===== config.mk =====
export PLATFORM = sky130hd
export DESIGN_NAME = usb_out_host_ctrl
export DESIGN_NICKNAME = d
export VERILOG_FILES = /design/src/common/usb_ctrl_pkg.sv /design/src/rtl/pcksize_update.sv /design/src/rtl/usb_out_host_ctrl.sv
export SDC_FILE = /design/constraint.sdc
export NUM_CORES = 1
export LEC_CHECK = 0
export BUFFER_PORTS_ARGS = -buffer_cell sky130_fd_sc_hd__buf_2
export CORE_MARGIN = 2
export CORE_UTILIZATION = 55
export DETAILED_ROUTE_END_ITERATION = 12
export PLACE_DENSITY = 0.78
export SLEW_MARGIN = 20
export SYNTH_ARGS = -nofsm -noshare
export SYNTH_HDL_FRONTEND = slang
export SYNTH_SLANG_ARGS = --single-unit

===== constraint.sdc =====
create_clock -name ref_clk -period 4.9 [get_ports ref_clk]
set_clock_uncertainty 0.05 [all_clocks]
set_input_delay 0.49 -clock ref_clk [delete_from_list [all_inputs] [get_ports ref_clk]]
set_output_delay 0.49 -clock ref_clk [all_outputs]
set_load 0.01 [all_outputs]

===== src/common/usb_ctrl_pkg.sv =====
// Purpose: Shared constants, types and register map for the OUT endpoint and host pipe controller
// Assumes: One 200 MHz clock, word-aligned byte offsets on the plain register port
// Notes: Descriptor words live in flip-flops inside the controller
package usb_ctrl_pkg;
	localparam int NUM_BANKS = 2;
	localparam int NUM_PIPES = 4;
	localparam int BANK_W = 1;
	localparam int PIPE_W = 2;
	localparam int ADDR_W = 8;
	localparam int CNT_W = 15;
	localparam int DEVADDR_W = 7;
	localparam int PCFG_W = 8;
	typedef logic [BANK_W-1:0] bank_t;
	typedef logic [CNT_W-1:0] count_t;

	// Register byte offsets
	localparam logic [ADDR_W-1:0] REG_CTRL = 8'h00;
	localparam logic [ADDR_W-1:0] REG_EP_CFG = 8'h04;
	localparam logic [ADDR_W-1:0] REG_EP_STAT = 8'h08;
	localparam logic [ADDR_W-1:0] REG_EP_CLR = 8'h0C;
	localparam logic [ADDR_W-1:0] REG_HOST_STAT = 8'h10;
	localparam logic [ADDR_W-1:0] REG_HOST_CLR = 8'h14;
	localparam logic [ADDR_W-1:0] REG_PIPE_EN = 8'h18;
	localparam logic [ADDR_W-1:0] REG_PIPE0 = 8'h20;
	localparam logic [ADDR_W-1:0] REG_DESC0 = 8'h40;
	localparam logic [ADDR_W-1:0] PIPE_STRIDE = 8'h04;
	localparam logic [ADDR_W-1:0] DESC_STRIDE = 8'h08;
	localparam logic [ADDR_W-1:0] DESC_CTR_OFS = 8'h04;

	// Control register bits
	localparam int CTRL_EN = 0;
	localparam int CTRL_SOF_GENERATION_ENABLE = 1;
	localparam int CTRL_BUS_RESET = 2;
	localparam int CTRL_RECEIVED_OUT_IRQ_ENABLE = 3;
	localparam int CTRL_DFE = 4;
	localparam int CTRL_CRCE = 5;
	localparam int CTRL_ISO = 6;
	localparam int CTRL_MULTI_BANK = 7;
	// Endpoint clear bits (write one)
	localparam int CLR_RXOUT = 0;
	localparam int CLR_BANK = 1;
	localparam int CLR_DFERR = 2;
	localparam int CLR_CRC = 3;
	localparam int CLR_SOF = 4;
	// Host clear bits (write one)
	localparam int HCLR_RESET_SENT_FLAG = 0;
	localparam int HCLR_HWUP = 1;
	// Descriptor packet-size word
	localparam int PCK_BC_LSB = 0;
	localparam int PCK_MPS_LSB = 16;
	localparam int PCK_AUTO_ZLP = 31;
	// Descriptor control/status word
	localparam int CTR_DESCRIPTOR_CRC_ERROR = 16;
	localparam int CTR_OVERFLOW_STATUS = 17;
	localparam int CTR_UNDERFLOW_STATUS = 18;
	// Pipe register fields
	localparam int PIPE_CFG_LSB = 8;

	// Timing
	localparam int CLK_FREQ_KHZ = 200000;
	localparam int BUS_RESET_MS = 10;
	localparam int SOF_PERIOD_MS = 1;
	localparam logic [31:0] BUS_RESET_CYC = 32'(BUS_RESET_MS * CLK_FREQ_KHZ);
	localparam logic [31:0] SOF_PERIOD_CYC = 32'(SOF_PERIOD_MS * CLK_FREQ_KHZ);

	typedef enum logic [2:0] {HS_RESET, HS_IDLE, HS_READY, HS_SUSPEND, HS_RESUME, HS_BUS_RESET} host_state_t;

	typedef struct packed {
		logic wr;
		logic rd;
		logic [ADDR_W-1:0] addr;
		logic [31:0] wdata;
	} bus_req_t;

	typedef struct packed {
		logic done;
		logic crc_bad;
		count_t len;
	} out_pkt_t;
endpackage


===== src/rtl/pcksize_update.sv =====
// Purpose: Byte-count update of one descriptor packet-size word after a received packet
// Assumes: Packet length never exceeds the endpoint size
// Notes: Pure combinational; a zero multi-packet size means single-packet mode
`timescale 1ns/1ps
`default_nettype none
module pcksize_update
	import usb_ctrl_pkg::*;
(
	input wire logic [31:0] word,
	input wire count_t len,
	input wire count_t eps,
	output logic [31:0] next_word,
	output logic bank_valid
);
	count_t bc;
	count_t mps;
	count_t sum;

	always_comb
	begin
		bc = word[PCK_BC_LSB +: CNT_W];
		mps = word[PCK_MPS_LSB +: CNT_W];
		sum = count_t'(bc + len);
		next_word = word;
		if (mps == '0)
		begin
			next_word[PCK_BC_LSB +: CNT_W] = len;
			bank_valid = 1'b1;
		end
		else
		begin
			next_word[PCK_BC_LSB +: CNT_W] = sum;
			bank_valid = (sum == mps) || (len < eps);
		end
	end
endmodule // pcksize_update
`default_nettype wire


===== src/rtl/usb_out_host_ctrl.sv =====
// Purpose: OUT endpoint bank handshake, isochronous error reporting and host pipe control
// Assumes: Link-side packet events are single-cycle pulses synchronous to ref_clk
// Notes: A note on the address map and register port follows
//
// The address map and the plain strobed port were left to the implementer.
`timescale 1ns/1ps
`default_nettype none
module usb_out_host_ctrl
	import usb_ctrl_pkg::*;
#(
	parameter logic [31:0] BUS_RESET_CYCLES = BUS_RESET_CYC,
	parameter logic [31:0] SOF_CYCLES = SOF_PERIOD_CYC
)
(
	input wire logic ref_clk,
	input wire logic rst_n,
	input wire logic ce,
	input wire bus_req_t bus_req,
	input wire out_pkt_t out_pkt,
	input wire logic iso_in_empty_read,
	input wire bank_t iso_in_bank,
	input wire logic sof_rx,
	input wire logic sof_fnc_bad,
	input wire logic role_id,
	input wire logic dp_level,
	input wire logic dm_level,
	input wire logic tok_req,
	input wire logic [PIPE_W-1:0] tok_pipe,
	output logic [31:0] rdata,
	output logic endpoint_interrupt,
	output logic processing_irq,
	output logic exception_irq,
	output logic out_ack,
	output logic out_nak,
	output logic send_zlp,
	output logic bus_power_request,
	output logic bus_reset_drive,
	output logic sof_tx,
	output host_state_t host_state,
	output logic [DEVADDR_W-1:0] tok_addr,
	output logic tok_valid
);
	typedef struct packed {
		logic [31:0] rdata;
		logic [NUM_BANKS-1:0][31:0] pck;
		logic [NUM_BANKS-1:0][31:0] ctr;
		logic [NUM_BANKS-1:0] full;
		bank_t cur;
		bank_t wr_bank;
		logic received_out_flag;
		logic data_flow_error_flag;
		logic crc_error_flag;
		logic sof_flag;
		logic frame_number_crc_error;
		logic received_out_irq_enable;
		logic data_flow_error_enable;
		logic crc_error_enable;
		logic iso;
		logic multi_bank;
		count_t endpoint_packet_size;
		logic ep_irq;
		logic proc_irq;
		logic exc_irq;
		logic ack;
		logic nak;
		logic zlp;
		logic controller_enable;
		logic sof_generation_enable;
		host_state_t hs;
		logic [31:0] cnt;
		logic reset_sent_flag;
		logic host_wakeup_flag;
		logic sof_tx;
		logic bus_rst;
		logic bus_power_request;
		logic [NUM_PIPES-1:0] pipe_enable_reset_reg;
		logic [NUM_PIPES-1:0][DEVADDR_W-1:0] pipe_device_address;
		logic [NUM_PIPES-1:0][PCFG_W-1:0] pipe_cfg;
		logic [DEVADDR_W-1:0] tok_addr;
		logic tok_valid;
	} state_t;

	state_t s;
	state_t next_s;
	logic [31:0] upd_word;
	logic upd_valid;

	function automatic bank_t next_bank(input bank_t b, input logic multi);
		if (!multi)
			return b;
		return (b == bank_t'(NUM_BANKS - 1)) ? '0 : bank_t'(b + 1);
	endfunction

	function automatic logic hit(input logic [ADDR_W-1:0] a, input logic [ADDR_W-1:0] base,
		input logic [ADDR_W-1:0] stride, input int idx);
		return a == ADDR_W'(base + stride * ADDR_W'(idx));
	endfunction

	function automatic logic [31:0] read_word(input state_t st, input logic [ADDR_W-1:0] a);
		logic [31:0] w;
		w = '0;
		if (a == REG_CTRL)
		begin
			w[CTRL_EN] = st.controller_enable;
			w[CTRL_SOF_GENERATION_ENABLE] = st.sof_generation_enable;
			w[CTRL_RECEIVED_OUT_IRQ_ENABLE] = st.received_out_irq_enable;
			w[CTRL_DFE] = st.data_flow_error_enable;
			w[CTRL_CRCE] = st.crc_error_enable;
			w[CTRL_ISO] = st.iso;
			w[CTRL_MULTI_BANK] = st.multi_bank;
		end
		if (a == REG_EP_CFG)
			w[CNT_W-1:0] = st.endpoint_packet_size;
		if (a == REG_EP_STAT)
		begin
			w[CLR_RXOUT] = st.received_out_flag;
			w[CLR_BANK] = st.full[st.cur];
			w[CLR_DFERR] = st.data_flow_error_flag;
			w[CLR_CRC] = st.crc_error_flag;
			w[CLR_SOF] = st.sof_flag;
			w[CLR_SOF+1] = st.frame_number_crc_error;
			w[PCK_MPS_LSB +: BANK_W] = st.cur;
		end
		if (a == REG_HOST_STAT)
		begin
			w[HCLR_RESET_SENT_FLAG] = st.reset_sent_flag;
			w[HCLR_HWUP] = st.host_wakeup_flag;
			w[HCLR_HWUP+1] = st.bus_power_request;
			w[PCK_MPS_LSB +: 3] = st.hs;
		end
		if (a == REG_PIPE_EN)
			w[NUM_PIPES-1:0] = st.pipe_enable_reset_reg;
		for (int p = 0; p < NUM_PIPES; p++)
			if (hit(a, REG_PIPE0, PIPE_STRIDE, p))
				w = {16'h0000, st.pipe_cfg[p], 1'b0, st.pipe_device_address[p]};
		for (int b = 0; b < NUM_BANKS; b++)
		begin
			if (hit(a, REG_DESC0, DESC_STRIDE, b))
				w = st.pck[b];
			if (hit(a, REG_DESC0 + DESC_CTR_OFS, DESC_STRIDE, b))
				w = st.ctr[b];
		end
		return w;
	endfunction

	pcksize_update u_pcksize (
		.word(s.pck[s.wr_bank]),
		.len(out_pkt.len),
		.eps(s.endpoint_packet_size),
		.next_word(upd_word),
		.bank_valid(upd_valid)
	);

	always_comb
	begin
		logic advance;
		logic fill;
		logic send_reset;
		logic connect;
		logic disconnect;
		bank_t b;
		advance = 1'b0;
		fill = 1'b0;
		send_reset = 1'b0;
		b = s.wr_bank;
		connect = dp_level || dm_level;
		disconnect = !dp_level && !dm_level;
		next_s = s;
		next_s.ack = 1'b0;
		next_s.nak = 1'b0;
		next_s.zlp = 1'b0;
		next_s.sof_tx = 1'b0;
		next_s.rdata = bus_req.rd ? read_word(s, bus_req.addr) : '0;

		// Software writes first so hardware events in the same cycle win
		if (bus_req.wr)
		begin
			if (bus_req.addr == REG_CTRL)
			begin
				next_s.controller_enable = bus_req.wdata[CTRL_EN];
				next_s.sof_generation_enable = bus_req.wdata[CTRL_SOF_GENERATION_ENABLE];
				next_s.received_out_irq_enable = bus_req.wdata[CTRL_RECEIVED_OUT_IRQ_ENABLE];
				next_s.data_flow_error_enable = bus_req.wdata[CTRL_DFE];
				next_s.crc_error_enable = bus_req.wdata[CTRL_CRCE];
				next_s.iso = bus_req.wdata[CTRL_ISO];
				next_s.multi_bank = bus_req.wdata[CTRL_MULTI_BANK];
				send_reset = bus_req.wdata[CTRL_BUS_RESET];
			end
			if (bus_req.addr == REG_EP_CFG)
				next_s.endpoint_packet_size = bus_req.wdata[CNT_W-1:0];
			if (bus_req.addr == REG_EP_CLR)
			begin
				if (bus_req.wdata[CLR_RXOUT])
					next_s.received_out_flag = 1'b0;
				advance = bus_req.wdata[CLR_BANK] && s.full[s.cur];
				if (bus_req.wdata[CLR_DFERR])
					next_s.data_flow_error_flag = 1'b0;
				if (bus_req.wdata[CLR_CRC])
					next_s.crc_error_flag = 1'b0;
				if (bus_req.wdata[CLR_SOF])
					next_s.sof_flag = 1'b0;
			end
			if (bus_req.addr == REG_HOST_CLR)
			begin
				if (bus_req.wdata[HCLR_RESET_SENT_FLAG])
					next_s.reset_sent_flag = 1'b0;
				if (bus_req.wdata[HCLR_HWUP])
					next_s.host_wakeup_flag = 1'b0;
			end
			if (bus_req.addr == REG_PIPE_EN)
				next_s.pipe_enable_reset_reg = bus_req.wdata[NUM_PIPES-1:0];
			for (int p = 0; p < NUM_PIPES; p++)
				if (hit(bus_req.addr, REG_PIPE0, PIPE_STRIDE, p))
				begin
					next_s.pipe_device_address[p] = bus_req.wdata[DEVADDR_W-1:0];
					next_s.pipe_cfg[p] = bus_req.wdata[PIPE_CFG_LSB +: PCFG_W];
				end
			for (int k = 0; k < NUM_BANKS; k++)
			begin
				if (hit(bus_req.addr, REG_DESC0, DESC_STRIDE, k))
					next_s.pck[k] = bus_req.wdata;
				if (hit(bus_req.addr, REG_DESC0 + DESC_CTR_OFS, DESC_STRIDE, k))
					next_s.ctr[k] = bus_req.wdata;
			end
		end

		// Bank release by firmware
		if (advance)
		begin
			next_s.full[s.cur] = 1'b0;
			next_s.cur = next_bank(s.cur, s.multi_bank);
		end

		// Received OUT packet into the filling bank
		if (out_pkt.done)
		begin
			if (next_s.full[b])
			begin
				next_s.nak = 1'b1;
				if (s.iso)
				begin
					next_s.data_flow_error_flag = 1'b1;
					next_s.ctr[b][CTR_OVERFLOW_STATUS] = 1'b1;
				end
			end
			else if (!out_pkt.crc_bad || s.iso)
			begin
				next_s.pck[b] = upd_word;
				next_s.ack = !out_pkt.crc_bad;
				if (!out_pkt.crc_bad && !next_s.data_flow_error_flag)
				begin
					next_s.ctr[b][CTR_OVERFLOW_STATUS] = 1'b0;
					next_s.ctr[b][CTR_UNDERFLOW_STATUS] = 1'b0;
				end
				if (out_pkt.crc_bad)
				begin
					next_s.crc_error_flag = 1'b1;
					next_s.ctr[b][CTR_DESCRIPTOR_CRC_ERROR] = 1'b1;
				end
				if (upd_valid || out_pkt.crc_bad)
				begin
					fill = 1'b1;
					next_s.full[b] = 1'b1;
					next_s.wr_bank = next_bank(b, s.multi_bank);
				end
			end
		end

		// Flag rises when the bank now current is full, by fill or by advance
		if ((fill && b == next_s.cur) || (advance && next_s.full[next_s.cur]))
			next_s.received_out_flag = 1'b1;

		// Empty isochronous IN bank read by the host
		if (iso_in_empty_read && s.iso)
		begin
			next_s.zlp = 1'b1;
			next_s.ctr[iso_in_bank][CTR_UNDERFLOW_STATUS] = 1'b1;
			next_s.data_flow_error_flag = 1'b1;
		end

		if (sof_rx)
		begin
			next_s.sof_flag = 1'b1;
			next_s.frame_number_crc_error = sof_fnc_bad;
		end

		// Host state machine; any exit from host operation drops back to Reset
		next_s.bus_power_request = s.controller_enable && !role_id;
		if (!s.controller_enable || role_id)
			next_s.hs = HS_RESET;
		else if (send_reset && s.hs != HS_BUS_RESET && s.hs != HS_RESUME)
		begin
			if (s.hs == HS_SUSPEND)
			begin
				next_s.hs = HS_RESUME;
				next_s.host_wakeup_flag = 1'b1;
				next_s.sof_generation_enable = 1'b1;
			end
			else
				next_s.hs = HS_BUS_RESET;
		end
		else
		begin
			unique case (s.hs)
				HS_RESET:
					next_s.hs = HS_IDLE;
				HS_IDLE:
					if (connect)
						next_s.hs = HS_READY;
				HS_READY:
				begin
					next_s.cnt = s.cnt + 32'h0000_0001;
					if (disconnect)
						next_s.hs = HS_IDLE;
					else if (!s.sof_generation_enable)
						next_s.hs = HS_SUSPEND;
					else if (s.cnt >= SOF_CYCLES - 32'h0000_0001)
					begin
						next_s.sof_tx = 1'b1;
						next_s.cnt = '0;
					end
				end
				HS_SUSPEND:
					if (disconnect)
						next_s.hs = HS_IDLE;
					else if (s.sof_generation_enable)
						next_s.hs = HS_READY;
				HS_RESUME:
					next_s.hs = HS_BUS_RESET;
				HS_BUS_RESET:
				begin
					// Line levels are ignored while the reset is driven
					next_s.cnt = s.cnt + 32'h0000_0001;
					if (s.cnt >= BUS_RESET_CYCLES - 32'h0000_0001)
					begin
						next_s.reset_sent_flag = 1'b1;
						next_s.pipe_enable_reset_reg = '0;
						next_s.hs = HS_READY;
					end
				end
			endcase
		end
		if (next_s.hs != s.hs)
			next_s.cnt = '0;
		next_s.bus_rst = next_s.hs == HS_BUS_RESET;

		for (int p = 0; p < NUM_PIPES; p++)
			if (!next_s.pipe_enable_reset_reg[p])
				next_s.pipe_cfg[p] = '0;

		// Token issue uses the live pipe-register device address of an enabled pipe
		next_s.tok_valid = tok_req && next_s.pipe_enable_reset_reg[tok_pipe] && s.hs == HS_READY;
		if (tok_req)
			next_s.tok_addr = next_s.pipe_device_address[tok_pipe];

		next_s.ep_irq = (next_s.received_out_flag && next_s.received_out_irq_enable)
			|| (next_s.data_flow_error_flag && next_s.data_flow_error_enable)
			|| (next_s.crc_error_flag && next_s.crc_error_enable);
		next_s.proc_irq = (next_s.sof_flag && !next_s.frame_number_crc_error)
			|| (next_s.received_out_flag && next_s.received_out_irq_enable);
		next_s.exc_irq = (next_s.sof_flag && next_s.frame_number_crc_error)
			|| (next_s.data_flow_error_flag && next_s.data_flow_error_enable)
			|| (next_s.crc_error_flag && next_s.crc_error_enable);
	end

	always_ff @(posedge ref_clk or negedge rst_n)
	begin
		if (!rst_n)
			s <= '0;
		else if (ce)
			s <= next_s;
	end

	assign rdata = s.rdata;
	assign endpoint_interrupt = s.ep_irq;
	assign processing_irq = s.proc_irq;
	assign exception_irq = s.exc_irq;
	assign out_ack = s.ack;
	assign out_nak = s.nak;
	assign send_zlp = s.zlp;
	assign bus_power_request = s.bus_power_request;
	assign bus_reset_drive = s.bus_rst;
	assign sof_tx = s.sof_tx;
	assign host_state = s.hs;
	assign tok_addr = s.tok_addr;
	assign tok_valid = s.tok_valid;
endmodule // usb_out_host_ctrl
`default_nettype wire


== Yosys cells after proc, flatten, opt, wreduce, memory -nomap -nowiden ==
Index checks and enable logic that the tools add are counted.
Widths: inputs -> output; s select.
Cells by class
  $add $sub $neg: 4
  $mul: 0
  div/mod/pow operators: 0
  magnitude comparators: 11
  eq/ne operators: 36
  shifts and indexed selects: 0
  mux-type cells: 160
  bitwise gates (word level): 11
  reductions and logical operators: 50
Operators with widths (number)
  $mux 64: 10
  $mux 32: 19
  $mux 130: 2
  $or 64x64->64: 3
  $demux 32 s1: 5
  $and 64x64->64: 2
  $mux 128: 1
  $not 64->64: 2
  $bwmux 64: 1
  $mux 8: 8
  $pmux 32 s2: 1
  $mux 1: 62
  $mux 19: 3
  $mux 15: 3
  $mux 35: 1
  $mux 7: 5
  $mux 3: 11
  $mux 33: 1
  $add 32x1->32 const B: 1
  $eq 8x6->1 const B: 4
  $eq 8x7->1 const B: 4
  $ge 32x18->1 const B: 1
  $ge 32x21->1 const B: 1
  $mux 4: 8
  43 further kinds: 113
Word-level totals
  register bits after elaboration: 309
  bits in latches: 0
  RAM bits: 0
  bits in read-only memories: 0
  input bits: 72
  output and inout port bits: 52
  memories: 0

== Logic depth before layout (Yosys ltp) ==
Gate-level depths: netlist of the first run.
  depth after elaboration: 25
  gate-level depth with buffers: 17

== Hierarchy ==
From an unflattened synthesis of the first run, not the netlist that was laid out.
Unflattened totals
  cell total of the unflattened synthesis: 1754
  area total of the unflattened synthesis: 17436.7 um^2
By module, submodules not included
  usb_out_host_ctrl: times used 1, cells an instance 1522, area an instance 15793.9 um^2, sequential area each 7732.4 um^2
  pcksize_update: times used 1, cells an instance 232, area an instance 1642.8 um^2, sequential area each 0.0 um^2

== Worst setup path after synthesis of the first run ==
Ideal clock, no wire load.
  path type: reg2reg
  start: register s[145] in the netlist's numbering
  end: register s, in the netlist processing_irq
  data arrival time: 4.701 ns
  setup slack: 0.053 ns
  stages on the path, launching flop included: 18
  cells stage by stage: dfrtp_1 > buf_2 > buf_2 > clkbuf_1 > buf_1 > clkbuf_1 > mux2_2 > ha_1 > fa_1 > xor2_1 > xor2_1 > o2111ai_1 > or4b_2 > nor4_1 > nand4_1 > nor4_2 > a21oi_1 > o31ai_1
On the way
  word-level cells in the longest chain between the ends: 18
  elaborated cells on any way between the ends: 33
Ends and longest elaborated chain
  start: declaration: line usb_out_host_ctrl.sv:83  | state_t s;
  start signal: assignment: line usb_out_host_ctrl.sv:371  | s <= next_s;
  $mux 32 (not written as such) (2 in a row): line usb_out_host_ctrl.sv:147  | .word(s.pck[s.wr_bank]),
  $add 15x15->15: line pcksize_update.sv:23  | sum = count_t'(bc + len);
  $eq 15x15->1: line pcksize_update.sv:33  | bank_valid = (sum == mps) || (len < eps);
  $logic_or 1x1->1: line pcksize_update.sv:33
  $mux 1: line pcksize_update.sv:25  | if (mps == '0)
  $logic_or 1x1->1: line usb_out_host_ctrl.sv:260  | if (upd_valid || out_pkt.crc_bad)
  $mux 2: line usb_out_host_ctrl.sv:260
  $mux 130: line usb_out_host_ctrl.sv:246  | else if (!out_pkt.crc_bad || s.iso)
  $mux 2: line usb_out_host_ctrl.sv:237  | if (next_s.full[b])
  $mux 130: line usb_out_host_ctrl.sv:235  | if (out_pkt.done)
  $mux 1 (not written as such) (2 in a row): line usb_out_host_ctrl.sv:270  | if ((fill && b == next_s.cur) || (advance && next_s.full[next_s.cur]))
  $logic_and 1x1->1: line usb_out_host_ctrl.sv:270
  $logic_or 1x1->1 (*): line usb_out_host_ctrl.sv:270
  $mux 1 (*): line usb_out_host_ctrl.sv:270
  $logic_and 1x1->1 (*): line usb_out_host_ctrl.sv:360  | || (next_s.received_out_flag && next_s.received_out_irq_enable);
  $logic_or 1x1->1 (*): line usb_out_host_ctrl.sv:360
Mark *: on every way between the ends. The rest lies on a longest branch, timed or not. The select of a mux whose other input is x is not followed.
A chain may end at the register's enable or synchronous reset.

== Final worst setup path of the first run ==
Same ends and word-level chain as after synthesis.

==> results of run 1 <==
-- registers in the layout (all words and copies together), names as in the netlist --
name / cells
host_state: 3
endpoint_interrupt: 1
bus_power_request: 1
tok_addr: 7
exception_irq: 1
rdata: 32
processing_irq: 1
tok_valid: 1
send_zlp: 1
bus_reset_drive: 1
out_nak: 1
s: 257
out_ack: 1
sof_tx: 1
-- metal layers --
layer / global-route usage / routed length [um] / part of all wire
met5: 0 / 13 / 0.00025
met4: 0.119 / 2080 / 0.040
met3: 0.0503 / 4490 / 0.087
met2: 0.507 / 24100 / 0.47
met1: 0.429 / 21100 / 0.41
-- power breakdown --
group / internal [mW] / switching, mW / total, mW
sequential: 2.65 / 0.0964 / 2.75
combinational: 0.435 / 0.667 / 1.10
clock: 1.43 / 1.01 / 2.44
-- synthesized netlist by cell type (all sizes together) (5+ instances only) --
cell type and count:
a211o 5, a211oi 10, a21o 25, a21oi 89
a221o 9, a221oi 37, a222oi 9, a22o 53
a22oi 28, a31oi 12, and3 17, buf 70
clkbuf 84, dfrtp 309, ha 29, inv 35
mux2 169, mux2i 31, nand2 157, nand2b 6
nand3 53, nand4 12, nor2 119, nor2b 11
nor3 33, nor3b 7, nor4 23, nor4b 6
o21a 17, o21ai 79, o22ai 35, o2bb2ai 28
o31ai 7, or3 10, or4 5, or4b 5
xnor2 16, xor2 9
-- cell type report --
class / count / area [um^2]
diodes: 1 / 2.50
clock inverters: 8 / 98.8
inverters: 36 / 135
multi-input cells: 1208 / 8500
repair buffers: 159 / 911
flip-flops and latches: 309 / 7730
fillers: 2445 / 11800
clock buffers: 48 / 950
well taps: 396 / 495
-- what timing repair did --
action,CTS,global route
hold buffers,1,0
hold endpoints to repair,89,0
setup buffers,0,0
resized for setup,0,0
-- per-stage QoR --
step	cells	hold WS, ps	worst slack, ps	util	area (um^2)
2_1_floorplan	1707	144	53.3	-	17100
5_1_grt	2165	140	125	0.616	18800
4_1_cts	2164	121	390	0.615	18800
3_5_place_dp	2107	415	418	0.581	17800
6_report	2165	137	397	0.616	18800
3_3_place_gp	2107	412	550	0.581	17800
-- how the worst min path moves through the flow --
| stage | from | to | slack, ps |
|---|---|---|---|
| floorplan | rst_n | bus_power_request$_DFFE_PN0P_ | 140 |
| global placement | rdata[18]$_DFFE_PN0P_ | rdata[18]$_DFFE_PN0P_ | 410 |
| detailed placement | tok_addr[1]$_DFFE_PN0P_ | tok_addr[1]$_DFFE_PN0P_ | 420 |
| CTS | sof_fnc_bad | s[140]$_DFFE_PN0P_ | 120 |
| global route | sof_fnc_bad | s[140]$_DFFE_PN0P_ | 140 |
| finish | sof_fnc_bad | s[140]$_DFFE_PN0P_ | 140 |
-- kinds of logic (layout without fill, tap and decap cells) --
logic type	after synthesis	after routing	share of synthesized area
compound gates	475	475	0.195
simple gates	475	475	0.132
flops	309	309	0.452
mux	201	201	0.131
buf+inv	190	251	0.0528
fa+ha+maj	30	30	0.0224
xor+xnor	27	27	0.0154
other cells	0	1	0
==> out/summary.txt, run 1 <==
Outcome: complete, no violations
Leading cell type in the layout, fill and taps excluded: dfrtp_1
Fin crit period: 4500 ps
Peak Freq: 222 MHz
Synth top area cells: dfrtp_1 45%, mux2_2 11%, nand2_1 3.4%
Width of the die: 180 um
Clock sink count: 309
Synth warn: 0
Hpwl dp: 36800 um
Worst-Margin Slew: 842 ps
Setup crit end: processing_irq$_DFFE_PN0P_
Cell count after synthesis: 1707
Io pins: 124
Post-synth EDFFs: 0
Min-Delay Path Class: input port to flop
CP Depth: 12
Die ar.: 0.0326 mm^2
Leakage Power: 8.73 nW
GP Congestion: 0.965
CP Launch Point: s[145]$_DFFE_PN0P_
Cell area power density: 334 mW/mm^2
Drt pass-1 iters: 6
Normalized max-slew margin: 0.430
IO Port Bufs: 123
Via Count: 14.4k
Leading area contributor after synthesis: dfrtp_1
Die H: 180 um
Post-synth top area share: 0.452
Core Footprint: 0.0306 mm^2
Detail Route Antenna Nets: 0
RSZ-0062 raised after global routing: no
Net count, final: 1847
Synth cell types: 75
Worst path top cell family by delay: simple AND/OR/NAND/NOR gates
Aggregate global-route resource usage: 0.314
Asr flop ratio synth: 1.00
Worst setup EP type: flop
Synth Area per Inst: 10.0 um^2
Worst EP required: 5320 ps
Flop and latch count out of synthesis: 309
Final Cycle Share: 0.919
Drt total wl: 51800 um
Setup TNS: 0 ps
Worst path max stage delay: 670 ps
Aggregate global routing overflow: 0
Root Buffer: clkbuf_16
Largest net degree at the start of global routing: 94
Worst EP arrival: 4920 ps
Post-Syn Area: 0.0171 mm^2
Number of global-route vias before repair: 14.2k
Worst-path clk slew: 70 ps
Post-route DRC: 0
Final setup viols: 0
Power Total: 6.29 mW
Commonest cells after routing, fill and taps aside: 308 x dfrtp_1, 169 x mux2_2, 157 x nand2_1
Crit path cell chain: buf_4 -> mux2_2 -> ha_1 -> nand2_1 -> nor2_1 -> nor3_1 -> or4b_2 -> nor4_1 -> nand4_1 -> nor4_2 -> a21oi_1 -> o31ai_1
Critical path fanouts, max: 16
Hold Violations, Final: 0
Cts bufs inserted: 31
Slew Viols, Final: 0
Reg2Reg Launch Point: s[145]$_DFFE_PN0P_
R2R Setup Slk: 400 ps
Initial antenna violation count: 3
R2R depth: 12
Kind of critical path: flop to flop
Layout area overhead: 9.98%
CTS tree: done
H-tree levels: 1
Capturing point of the worst reg2reg path: processing_irq$_DFFE_PN0P_
CP Launch Type: flop
Critical path buffers and inverters: 1
Clk_lat worst skew: 570 ps
Layout cells sized above 1: 0.227
Initial DRC count: 1523
# rows: 64
Max clock buf depth: 3
Vias per Instance: 6.65
Crit-path slowest cell: or4b_2
Hold depth: 2
Starting density of the core: 0.560
Seq/Total Area, Yosys: 0.452
Synth Net Count: 1809
VDD IR-drop max: 0.304 mV
Primary FF master, synth: dfrtp_1
Max-cap violations: 0
First-pass GRT wire length: 81700 um
Post-DR wirelength/cell: 23.9 um
Power figures use the tool's default switching activity.
==> inputs of run 2 (changes only) <==
--- a/config.mk
+++ b/config.mk
@@ -11,2 +11,3 @@
 export DETAILED_ROUTE_END_ITERATION = 12
+export MAX_ROUTING_LAYER = met4
 export PLACE_DENSITY = 0.78
==> constraint.sdc (replaced) <==
create_clock -name ref_clk -period 4.9 [get_ports ref_clk]
set_clock_uncertainty 0.05 [all_clocks]
set_input_delay 0.245 -clock ref_clk [delete_from_list [all_inputs] [get_ports ref_clk]]
set_output_delay 0.245 -clock ref_clk [all_outputs]
set_load 0.01 [all_outputs]
==> run 2 against run 1 <==
Die area unchanged; design area up 1.5%; fmax about the same; sequential power about the same; worst setup slack about the same; total power up 4.0%; clock power up 9.8%; global-route usage up 0.85 points; utilization up 0.90 points; hold slack worse by 110 ps; largest power group unchanged; non-clock buffer count up 13; first-iteration DRC count down 6.5%.
==> out/summary.txt, run 2 (synthesis results as in run 1) <==
Max clock buf depth: 3 (unchanged)
Die ar.: 0.0326 mm^2 (unchanged)
Grt met3 use: 0.0554 (+0.00505)
Fillers: 2467 (+0.90%)
Drt pass-1 iters: 6 (unchanged)
Kind of critical path: flop to flop
# rows: 64 (unchanged)
Cell area power density: 342 mW/mm^2 (+2.5%)
R2R depth: 12 (unchanged)
CTS hold repair buffers: 20 (+19)
Via Count: 14.6k (+1.2%)
Commonest cells after routing, fill and taps aside: 308 x dfrtp_1, 169 x mux2_2, 157 x nand2_1
Fin crit period: 4500 ps (+0.419 ps)
Outcome: complete, no violations
Worst EP arrival: 4880 ps (-40 ps)
H-tree levels: 2 (+1)
Reg with most FFs: s
Hold depth: 2 (unchanged)
Finished Cell Area: 0.0191 mm^2 (+1.5%)
Worst setup EP type: flop
Worst hold endpoint: s[25]$_DFFE_PN0P_
Worst-Margin Slew: 1080 ps (+237 ps)
Largest net degree at the start of global routing: 122 (+30%)
Min-Delay Path Class: input port to flop
Capturing point of the worst reg2reg path: processing_irq$_DFFE_PN0P_
GRT busiest layer: met2
CTS tree: done
Setup TNS: 0 ps (unchanged)
Reg area: 0.00773 mm^2 (unchanged)
Critical path fanouts, max: 27 (+11)
GP Congestion: 0.986 (+2.1%)
Worst-path clk slew: 60 ps (about the same)
VDD IR-drop max: 0.271 mV (-11%)
Hpwl dp: 36100 um (-1.8%)
Worst EP required: 5280 ps (-40 ps)
Net count, final: 1865 (+0.97%)
Leading cell type in the layout, fill and taps excluded: dfrtp_1
CP Launch Type: flop
Width of the die: 180 um (unchanged)
Number of global-route vias before repair: 14.1k (-0.65%)
Clock sink count: 309 (unchanged)
Initial DRC count: 1424 (-6.5%)
Post-route DRC: 0 (unchanged)
Aggregate global-route resource usage: 0.323 (+0.00853)
Max-cap violations: 0 (unchanged)
Setup Buffers After CTS: 0 (unchanged)
Root Buffer: clkbuf_16
Aggregate global routing overflow: 0 (unchanged)
First-pass GRT wire length: 81000 um (-0.80%)
Reg2Reg Launch Point: s[145]$_DFFE_PN0P_
Met2 usage: 0.506 (-0.000916)
Vias per Instance: 6.66 (+0.15%)
Starting density of the core: 0.560 (unchanged)
Detail Route Antenna Nets: 0 (unchanged)
Layout area overhead: 11.6%
Die H: 180 um (unchanged)
Post-DR wirelength/cell: 23.6 um (-1.3%)
RSZ-0062 raised after global routing: no
Area of the multi-input gates: 0.00850 mm^2 (unchanged)
Leakage Power: 8.84 nW (+1.3%)
Met1 usage: 0.427 (-0.00153)
Cts bufs inserted: 36 (+16%)
Core Footprint: 0.0306 mm^2 (unchanged)
Clk_lat worst skew: 520 ps (-50 ps)
Placed Area: 0.0177 mm^2 (-0.25%)
R2R Setup Slk: 400 ps (about the same)
Hold Violations, Final: 0 (unchanged)
IO Port Bufs: 123 (unchanged)
Max FFs per register: 257 (unchanged)
Final Cycle Share: 0.919 (about the same)
Io pins: 124 (unchanged)
Peak Freq: 222 MHz (about the same)
Resized Gates After CTS: 0 (unchanged)
Final setup viols: 0 (unchanged)
Worst Min Path Start: bus_req[9]
Drt total wl: 51600 um (-0.30%)
Normalized max-slew margin: 0.281 (-0.150)
Initial antenna violation count: 4 (+1)
Layout cells sized above 1: 0.226 (-0.000985)
Slew Viols, Final: 0 (unchanged)
## run 2: worst max path at each step
| stage | startpoint | end | slack (ps) | cells past startpoint |
|---|---|---|---|---|
| final | s[145]$_DFFE_PN0P_ | processing_irq$_DFFE_PN0P_ | 400 | 12 |
| after global routing | s[145]$_DFFE_PN0P_ | processing_irq$_DFFE_PN0P_ | 200 | 12 |
| after CTS | s[145]$_DFFE_PN0P_ | processing_irq$_DFFE_PN0P_ | 450 | 12 |
| after detailed placement | s[145]$_DFFE_PN0P_ | processing_irq$_DFFE_PN0P_ | 480 | 12 |
| after global placement | s[145]$_DFFE_PN0P_ | processing_irq$_DFFE_PN0P_ | 530 | 12 |
| after floorplan | s[145]$_DFFE_PN0P_ | processing_irq$_DFFE_PN0P_ | 50 | 17 |
## run 2: stage by stage
stage / std cells / hold slack, ps / power, mW / setup WS (ps) / util
after global routing: 2188 / 28.7 / 6.80 / 202 / 0.624
after global placement: 2101 / 338 / 3.86 / 528 / 0.579
final: 2188 / 26.1 / 6.54 / 397 / 0.624
after floorplan: 1707 / -101 / 3.51 / 53.3 / -
after detailed placement: 2101 / 360 / 3.87 / 483 / 0.579
after CTS: 2185 / 15.2 / 6.55 / 446 / 0.624
## run 2: power by group
group / switching (mW) / total, mW / leakage [nW] / internal (mW)
clock network: 1.11 / 2.68 / 0.573 / 1.57
logic: 0.663 / 1.11 / 4.04 / 0.442
registers: 0.0993 / 2.75 / 4.23 / 2.65
## run 2: routing by layer
| layer | share of wire | up-vias | wire (um) |
|---|---|---|---|
| met5 | 0 | - | 0 |
| met3 | 0.089 | 132 | 4620 |
| met2 | 0.48 | 787 | 24500 |
| li1 | - | 6424 | - |
| met1 | 0.40 | 7220 | 20800 |
| met4 | 0.032 | 0 | 1660 |
## run 2: layout make-up
cell class              instances  share of cell area
repair buffers                172              0.0553
clock inverters                17             0.00832
inverters                      36             0.00707
clock buffers                  47              0.0531
multi-input cells            1208               0.445
well taps                     396              0.0259
flip-flops and latches        309               0.405
diodes                          3            0.000393
## run 2: critical path, cell delays in order, from the launching register on
cell and delay, ps:
dfrtp_2 740, mux2_2 400, ha_1 210, fa_1 410, xor2_1 240, xor2_1 180
o2111ai_1 150, or4b_2 630, nor4_1 340, nand4_1 200, nor4_2 380, a21oi_1 210
o31ai_1 280
